--- src/common/iccd_pkg.sv ---
// constants and types for the start/stop collision detector
// How it works
// - START sees either line low: collision
// - START collision aborts, flags, goes idle
// - SDA high: load counter, count down
// - SCL low while SDA high during first count: collision
// - SDA low during first count: drive early
// - count ends: SDA low, second count
// - second count ends: SCL low, done
// - repeated start: count, release SCL
// - SDA low after SCL rises: collision
// - SDA falling in next count: no collision
// - SCL falls before SDA driven: collision
// - both high: SDA low, count, SCL low
// - STOP: SDA low, release SCL, count
// - SDA low after release and count: collision
// - SCL low before SDA released: collision
// - collision releases lines, clears condition enables
// - released SDA read low at the start check, after SCL rises or at the end of stop: collision, idle
package iccd_pkg;

    localparam int ICCD_BRG_W = 7;
    localparam logic [ICCD_BRG_W-1:0] ICCD_CNT_RST = 7'h00;
    localparam logic ICCD_FLAG_RST = 1'b0;
    localparam logic ICCD_LINE_RST = 1'b1;

    typedef enum logic [3:0] {
        ST_IDLE,
        ST_S_CHK,
        ST_S_CNT1,
        ST_S_CNT2,
        ST_RS_WSDA,
        ST_RS_CNT1,
        ST_RS_WSCL,
        ST_RS_CNT2,
        ST_RS_CNT3,
        ST_P_WSDA,
        ST_P_WSCL,
        ST_P_CNT1,
        ST_P_CNT2
    } iccd_state_t;

    typedef struct packed {
        iccd_state_t st;
        logic [ICCD_BRG_W-1:0] cnt;
        logic sda_drv;
        logic scl_drv;
        logic flag;
        logic start_en;
        logic rstart_en;
        logic stop_en;
        logic done;
        logic sda_m;
        logic sda_s;
        logic scl_m;
        logic scl_s;
    } iccd_regs_t;

endpackage

--- src/rtl/iccd_core.sv ---
// start, repeated start and stop generation with bus collision detection
`timescale 1ns/100ps
`default_nettype none
module iccd_core
    import iccd_pkg::*;
(
    // clock and reset
    input wire logic mclk,
    input wire logic srst,
    // condition requests, one-cycle pulses, taken only while idle
    input wire logic start_req,
    input wire logic rstart_req,
    input wire logic stop_req,
    input wire logic [ICCD_BRG_W-1:0] brg_reload_value,
    input wire logic flag_clear,
    // status
    output logic start_en,
    output logic rstart_en,
    output logic stop_en,
    output logic cond_done,
    output logic bus_collision_flag,
    // open-drain lines: output is always low, enable pulls the line
    input wire logic sda_i,
    output logic sda_o,
    output logic sda_oe,
    input wire logic scl_i,
    output logic scl_o,
    output logic scl_oe
);

    iccd_regs_t r_q;
    iccd_regs_t r_d;

    logic sda_hi;
    logic scl_hi;
    logic cnt_zero;
    logic collide;

    assign sda_hi = r_q.sda_s;
    assign scl_hi = r_q.scl_s;
    assign cnt_zero = (r_q.cnt == ICCD_CNT_RST);

    always_comb
    begin
        r_d = r_q;
        collide = 1'b0;
        r_d.done = 1'b0;
        // first stage feeds the second only
        r_d.sda_m = sda_i;
        r_d.sda_s = r_q.sda_m;
        r_d.scl_m = scl_i;
        r_d.scl_s = r_q.scl_m;
        if (!cnt_zero)
        begin
            r_d.cnt = r_q.cnt - 7'h01;
        end
        case (r_q.st)
            ST_IDLE:
            begin
                if (start_req)
                begin
                    r_d.start_en = 1'b1;
                    r_d.sda_drv = 1'b0;
                    r_d.scl_drv = 1'b0;
                    r_d.st = ST_S_CHK;
                end
                else if (rstart_req)
                begin
                    // master holds SCL low from the last bit, lets SDA float
                    r_d.rstart_en = 1'b1;
                    r_d.sda_drv = 1'b0;
                    r_d.scl_drv = 1'b1;
                    r_d.st = ST_RS_WSDA;
                end
                else if (stop_req)
                begin
                    r_d.stop_en = 1'b1;
                    r_d.sda_drv = 1'b1;
                    r_d.scl_drv = 1'b1;
                    r_d.st = ST_P_WSDA;
                end
            end
            ST_S_CHK:
            begin
                if (!sda_hi || !scl_hi)
                begin
                    collide = 1'b1;
                end
                else
                begin
                    r_d.cnt = brg_reload_value;
                    r_d.st = ST_S_CNT1;
                end
            end
            ST_S_CNT1:
            begin
                if (!scl_hi && sda_hi)
                begin
                    collide = 1'b1;
                end
                else if (!sda_hi)
                begin
                    // another master started first; counter restarts
                    r_d.sda_drv = 1'b1;
                    r_d.cnt = brg_reload_value;
                    r_d.st = ST_S_CNT2;
                end
                else if (cnt_zero)
                begin
                    r_d.sda_drv = 1'b1;
                    r_d.cnt = brg_reload_value;
                    r_d.st = ST_S_CNT2;
                end
            end
            ST_S_CNT2:
            begin
                // SCL is not watched here: a low SCL is no collision
                if (cnt_zero)
                begin
                    r_d.scl_drv = 1'b1;
                    r_d.start_en = 1'b0;
                    r_d.done = 1'b1;
                    r_d.st = ST_IDLE;
                end
            end
            ST_RS_WSDA:
            begin
                if (sda_hi)
                begin
                    r_d.cnt = brg_reload_value;
                    r_d.st = ST_RS_CNT1;
                end
            end
            ST_RS_CNT1:
            begin
                if (cnt_zero)
                begin
                    r_d.scl_drv = 1'b0;
                    r_d.st = ST_RS_WSCL;
                end
            end
            ST_RS_WSCL:
            begin
                if (scl_hi)
                begin
                    if (!sda_hi)
                    begin
                        collide = 1'b1;
                    end
                    else
                    begin
                        r_d.cnt = brg_reload_value;
                        r_d.st = ST_RS_CNT2;
                    end
                end
            end
            ST_RS_CNT2:
            begin
                // a falling SDA is tolerated; only SCL is policed
                if (!scl_hi)
                begin
                    collide = 1'b1;
                end
                else if (cnt_zero)
                begin
                    r_d.sda_drv = 1'b1;
                    r_d.cnt = brg_reload_value;
                    r_d.st = ST_RS_CNT3;
                end
            end
            ST_RS_CNT3:
            begin
                if (cnt_zero)
                begin
                    r_d.scl_drv = 1'b1;
                    r_d.rstart_en = 1'b0;
                    r_d.done = 1'b1;
                    r_d.st = ST_IDLE;
                end
            end
            ST_P_WSDA:
            begin
                if (!sda_hi)
                begin
                    r_d.scl_drv = 1'b0;
                    r_d.st = ST_P_WSCL;
                end
            end
            ST_P_WSCL:
            begin
                // waiting here also stretches for a slow slave
                if (scl_hi)
                begin
                    r_d.cnt = brg_reload_value;
                    r_d.st = ST_P_CNT1;
                end
            end
            ST_P_CNT1:
            begin
                if (!scl_hi)
                begin
                    collide = 1'b1;
                end
                else if (cnt_zero)
                begin
                    r_d.sda_drv = 1'b0;
                    r_d.cnt = brg_reload_value;
                    r_d.st = ST_P_CNT2;
                end
            end
            ST_P_CNT2:
            begin
                if (cnt_zero)
                begin
                    if (!sda_hi)
                    begin
                        collide = 1'b1;
                    end
                    else
                    begin
                        r_d.stop_en = 1'b0;
                        r_d.done = 1'b1;
                        r_d.st = ST_IDLE;
                    end
                end
            end
            default:
            begin
                r_d.st = ST_IDLE;
            end
        endcase
        if (collide)
        begin
            r_d.sda_drv = 1'b0;
            r_d.scl_drv = 1'b0;
            r_d.start_en = 1'b0;
            r_d.rstart_en = 1'b0;
            r_d.stop_en = 1'b0;
            r_d.cnt = ICCD_CNT_RST;
            r_d.st = ST_IDLE;
        end
        // a collision in the clearing cycle keeps the flag set
        if (flag_clear)
        begin
            r_d.flag = 1'b0;
        end
        if (collide)
        begin
            r_d.flag = 1'b1;
        end
    end

    always_ff @(posedge mclk)
    begin
        if (srst)
        begin
            r_q.st <= ST_IDLE;
            r_q.cnt <= ICCD_CNT_RST;
            r_q.sda_drv <= 1'b0;
            r_q.scl_drv <= 1'b0;
            r_q.flag <= ICCD_FLAG_RST;
            r_q.start_en <= 1'b0;
            r_q.rstart_en <= 1'b0;
            r_q.stop_en <= 1'b0;
            r_q.done <= 1'b0;
            r_q.sda_m <= ICCD_LINE_RST;
            r_q.sda_s <= ICCD_LINE_RST;
            r_q.scl_m <= ICCD_LINE_RST;
            r_q.scl_s <= ICCD_LINE_RST;
        end
        else
        begin
            r_q <= r_d;
        end
    end

    assign start_en = r_q.start_en;
    assign rstart_en = r_q.rstart_en;
    assign stop_en = r_q.stop_en;
    assign cond_done = r_q.done;
    assign bus_collision_flag = r_q.flag;
    assign sda_o = 1'b0;
    assign sda_oe = r_q.sda_drv;
    assign scl_o = 1'b0;
    assign scl_oe = r_q.scl_drv;

endmodule
`default_nettype wire

--- config.mk ---
export PLATFORM = sky130hd
export DESIGN_NAME = iccd_core
export DESIGN_NICKNAME = d
export VERILOG_FILES = /design/src/common/iccd_pkg.sv /design/src/rtl/iccd_core.sv
export SDC_FILE = /design/constraint.sdc
export NUM_CORES = 1
export LEC_CHECK = 0
export BUFFER_PORTS_ARGS = -buffer_cell sky130_fd_sc_hd__buf_2
export CAP_MARGIN = 20
export CORE_ASPECT_RATIO = 2
export CORE_UTILIZATION = 65
export DETAILED_ROUTE_END_ITERATION = 6
export PLACE_DENSITY_LB_ADDON = 0.15
export SLEW_MARGIN = 15
export SYNTH_ARGS = -nofsm -noshare
export SYNTH_HDL_FRONTEND = slang
export SYNTH_SLANG_ARGS = --single-unit
--- constraint.sdc ---
create_clock -name mclk -period 6.3 [get_ports mclk]
set_clock_uncertainty 0.15 [all_clocks]
set_input_delay 1.26 -clock mclk [delete_from_list [all_inputs] [get_ports mclk]]
set_output_delay 1.26 -clock mclk [all_outputs]
set_load 0.01 [all_outputs]
* Word level (Yosys, flattened, before mapping)
Cells that the tools add are included.
Cells by class: eq/ne operators 36, reductions and logical operators 21, mux-type cells 52, add/sub/neg operators 1
Operators by type and width (count):
- $mux W12 | 7
- $mux W11 | 5
- $pmux W7 S7 | 1
- $pmux W4 S12 | 1
- $ne A2 B2 Y1 const B | 21
- $mux W4 | 8
- $eq A4 B4 Y1 const B | 5
- $reduce_and A17 Y1 | 1
- $eq A4 B3 Y1 const B | 4
- $mux W1 | 16
- $mux W2 | 6
- $eq A4 B2 Y1 const B | 2
- $pmux W1 S2 | 4
- $pmux W1 S4 | 2
- $reduce_and A8 Y1 | 1
- $reduce_bool A2 Y1 | 4
- $reduce_bool A4 Y1 | 2
- $logic_not A7 Y1 | 1
- $mux W7 | 1
- $sub A7 B1 Y7 const B | 1
- $reduce_and A6 Y1 | 1
- $reduce_or A2 Y1 | 3
- $pmux W1 S5 | 1
- $reduce_and A5 Y1 | 1
- other kinds (10) | 11
Word-level totals: flip-flop bits (word level) 22, input port bits 15, word-level logic and storage cells 123, output and inout bits 9

* Logic depth before layout (Yosys ltp)
word-level depth 6, mapped depth 10, gate-level depth less buffers 8

* Worst setup path after synthesis
Ideal clock, no wire load.
path type input-to-reg, from input port srst, to register stop_en (netlist name), buffers on the path 2, arrival time 2214 ps, stages 4, setup time 73 ps, data required time 6077 ps, path slack 3863 ps, cells stage by stage or4_1 buf_6 buf_6 nor3_2
On the way: longest elaborated chain between the ends 1
RTL lines:
- start, declared | RTL line iccd_core.sv:9 | input wire logic srst,
- $reduce_or A2 Y1 (no source line)
No other way between the ends. A chain may end at the register's enable or synchronous reset.

* Worst setup path in the final report
from register r_q (netlist bit sda_hi), to register r_q (netlist bit sda_oe)
On the way: longest elaborated chain between the ends 5, elaborated cells between the ends (all ways) 16, those cells by class eq/ne: 2; mux: 9; reduce/logical: 5
RTL lines:
- start, declared | RTL line iccd_core.sv:31 | iccd_regs_t r_q;
- start signal, assigned | RTL line iccd_core.sv:273 | r_q <= r_d;
- $logic_not A1 Y1
- $logic_or A1 B1 Y1 | RTL line iccd_core.sv:85 | if (!sda_hi || !scl_hi)
- $mux W1 | RTL line iccd_core.sv:85
- $pmux W1 S5 | RTL line iccd_core.sv:57 | case (r_q.st)
- $reduce_or A2 Y1 (no source line)
Several ways; a longest one is shown, not always the timed one. The select of a mux whose other input is x is not followed.

==> key figures <==
Setup path
  – CP Launch Type: flip-flop
  – Crit path buffers/inverters: 0
  – Critical Path Max Stage Delay: 1010 ps
  – Cells on worst reg2reg path: 6
  – Crit. End Element: flip-flop
  – Worst Setup Path Type: flip-flop to flip-flop
  – Critical Path Slowest Stage Cell: dfxtp_1
  – CP Cell Sequence: and2_4, nor4_1, a311o_1, or4_1, a21oi_2, a31o_1
  – Worst Path Max Fanout: 29
  – Reg2reg start: sda_hi
  – Arrival time worst endpoint: 3330 ps
  – Cell family with most CP delay: simple AND/OR/NAND/NOR gates
  – R2R Setup Slk: 3030 ps
  – CP required: 6360 ps
  – R2r endpoint: sda_oe

Power
  – PD cells: 429 nW/µm²
  – Worst VDD drop: 0.000303 V
  – Clock share of power: 0.085
  – Switching Share: 0.536
  – Flop pwr share: 0.244
  – Int Power: 0.489 mW
  – Pwr Total: 1.05 mW
  – Gate power share: 0.671
  – Leak: 0.935 nW
  – Psw: 0.565 mW

Clock tree
  – Worst-Skew Late Latency: 260 ps
  – CTS Hold Bufs: 0
  – Post-CTS Setup Inserts: 0
  – Inserted Clock Buffers: 3
  – CTS tree: done
  – CTS Root Cell: clkbuf_8
  – CTS resizes: 0
  – Sink count of the clock tree: 22
  – H-tree Lvls: 1
  – Clock buffer depth: 2
  – Clk slew on worst S/H paths: 80 ps

Floorplanning
  – Ports: 24
  – Die area: 3890 µm²
  – Row Count: 30
  – Starting Density: 0.690
  – DIE WIDTH: 44.6 µm
  – Area of the core: 3420 µm²
  – Die height: 87.2 µm

Drt
  – Starting DRT DRC Count: 262
  – Vias per std cell: 7.26
  – # DRC: 0
  – DRT antenna net count: 0
  – Routed len/inst: 19.6 µm
  – First-pass DRT Iterations: 5
  – Routed vias: 2,736
  – Final WL: 7.40 mm

STA
  – Setup ws final: 3030 ps
  – FMAX: 306 MHz
  – Pins Over Slew Limit: 0
  – Min Tclk post-route: 3270 ps
  – Setup TNS Final: 0 ps
  – Final Hold Fails: 0
  – Slew margin rel.: 0.309
  – Post-route clock period utilization: 0.519
  – RSZ-0062 raised after global routing: no
  – Tightest Pin Transition: 1030 ps
  – Setup Viol. Count Final: 0

Cells and area
  – # diodes: 0
  – Final net count: 347
  – Final instance area: 2460 µm²
  – Layout fillers: 297
  – Layout cells sized above 1: 0.164
  – Area Overhead vs Synth: 4.14%

Synthesis
  – Count leader, synth: nand2_1
  – Leading area contributor after synthesis: dfxtp_1
  – Commonest cells post-synth: nand2_1 (34), nor2_1 (25), o21ai_0 (25)
  – Most used DFF post-synth: dfxtp_1
  – EDFF count, synth: 0
  – Ys Warns: 0
  – Cell variety after synth: 71
  – Largest cells by area after synthesis: dfxtp_1 (19%), nand2_1 (5.4%), o21ai_0 (5.3%)
  – Async SR Flop Fraction: 0
  – Seq/Total Area, Yosys: 0.187
  – Mapped cell area: 2360 µm²
  – Synth Instances: 326
  – Mean Syn Cell Area: 7.23 µm²
  – Area share of the largest cell type after synthesis: 0.187
  – #FFs+latches synth: 22

Placement
  – DP Area: 2410 µm²
  – Place WS: 3130 ps
  – Port Buffers: 21
  – HPWL after DPL: 5.29 mm
  – Placer Congestion: 0.990

Worst hold path
  – Min-delay worst type: flip-flop to flip-flop
  – Hold Startpoint: r_d[0]
  – Hold path endpoint: scl_hi
  – Hold Path Cell Cnt: 1

GRT
  – Initial antenna violation count: 0
  – Pin count of the biggest net entering global routing: 33
  – Vias in the first global route: 2,473
  – Grt ovf: 0
  – Tot GR Track Use: 0.405
  – First-pass GRT wire length: 11.7 mm

Flow run
  – Max Cap Violations: 0

Outcome
  – Status: completed
==> worst max path at each step <==
| stage | startpoint | to | slack, ps | depth (start not counted) |
|---|---|---|---|---|
| 2_1_floorplan | srst | stop_en | 3860 | 4 |
| 3_3_place_gp | sda_hi | r_q[14] | 3190 | 5 |
| 3_5_place_dp | sda_hi | sda_oe | 3130 | 6 |
| 4_1_cts | sda_hi | sda_oe | 3110 | 6 |
| 5_1_grt | r_q[18] | r_q[14] | 2900 | 6 |
| 6_report | sda_hi | sda_oe | 3030 | 6 |
==> state kept, by name, summed over array words and instances (netlist names) <==
signal / count
scl_oe: 1
scl_hi: 1
start_en: 1
sda_oe: 1
r_d: 2
bus_collision_flag: 1
stop_en: 1
sda_hi: 1
cond_done: 1
r_q: 11
rstart_en: 1
==> cells in the final DEF (no fill, tap or decap), types with 5 or more instances in the layout <==
master	n
a21oi_1	18
a221oi_1	5
a31oi_1	6
buf_2	21
dfxtp_1	22
inv_1	9
nand2_1	34
nand2b_1	12
nand3_1	12
nor2_1	25
nor2b_1	8
nor3_1	13
o21ai_0	25
o22ai_1	8
or2_2	8
==> power by group through the flow <==
stage,logic [mW],registers [mW],clock network (mW)
2_1_floorplan,0.576,0.211,0
3_3_place_gp,0.667,0.255,0
3_5_place_dp,0.678,0.257,0
4_1_cts,0.682,0.253,0.0899
5_1_grt,0.762,0.262,0.0953
6_report,0.707,0.257,0.0899
==> per-stage QoR <==
step | std cells | hold WS, ps | utilization
after floorplan | 327 | 239 | -
after CTS | 376 | 271 | 0.717
after global routing | 377 | 295 | 0.719
final | 377 | 267 | 0.719
after global placement | 373 | 245 | 0.705
after detailed placement | 373 | 250 | 0.705
==> metal layers <==
layer / routed length, µm / share of wire / GRT usage
met2: 3700 / 0.50 / 0.690
met1: 2480 / 0.33 / 0.441
met3: 643 / 0.087 / 0.0456
met5: 0 / 0 / 0
met4: 584 / 0.079 / 0.289
==> worst reg2reg max path: cells and delay by family, from the launching register on <==
| kind | cells | cell delay, ps |
|---|---|---|
| DFF | 1 | 1010 |
| and+or+nand+nor | 3 | 1280 |
| AOI/OAI and AO/OA | 3 | 780 |
==> kinds of logic after synthesis <==
group | after synthesis | synth area share
AO/OA/AOI/OAI | 116 | 0.352
XOR/XNOR | 3 | 0.0111
adder cells (fa/ha/maj) | 1 | 0.00530
buffers and inverters | 35 | 0.0748
flip-flops | 22 | 0.187
multiplexers | 5 | 0.0218
other | 1 | 0.00159
AND/OR/NAND/NOR | 143 | 0.347
==> area by class of cell <==
class                   count  area, µm²  share of cell area
multi-input cells         270       1750               0.711
well taps                  48       60.1              0.0245
repair buffers             25        135              0.0550
flip-flops and latches     22        440               0.179
inverters                   9       33.8              0.0138
clock buffers               3       41.3              0.0168
No activity file was read; power rests on OpenSTA's default activity.
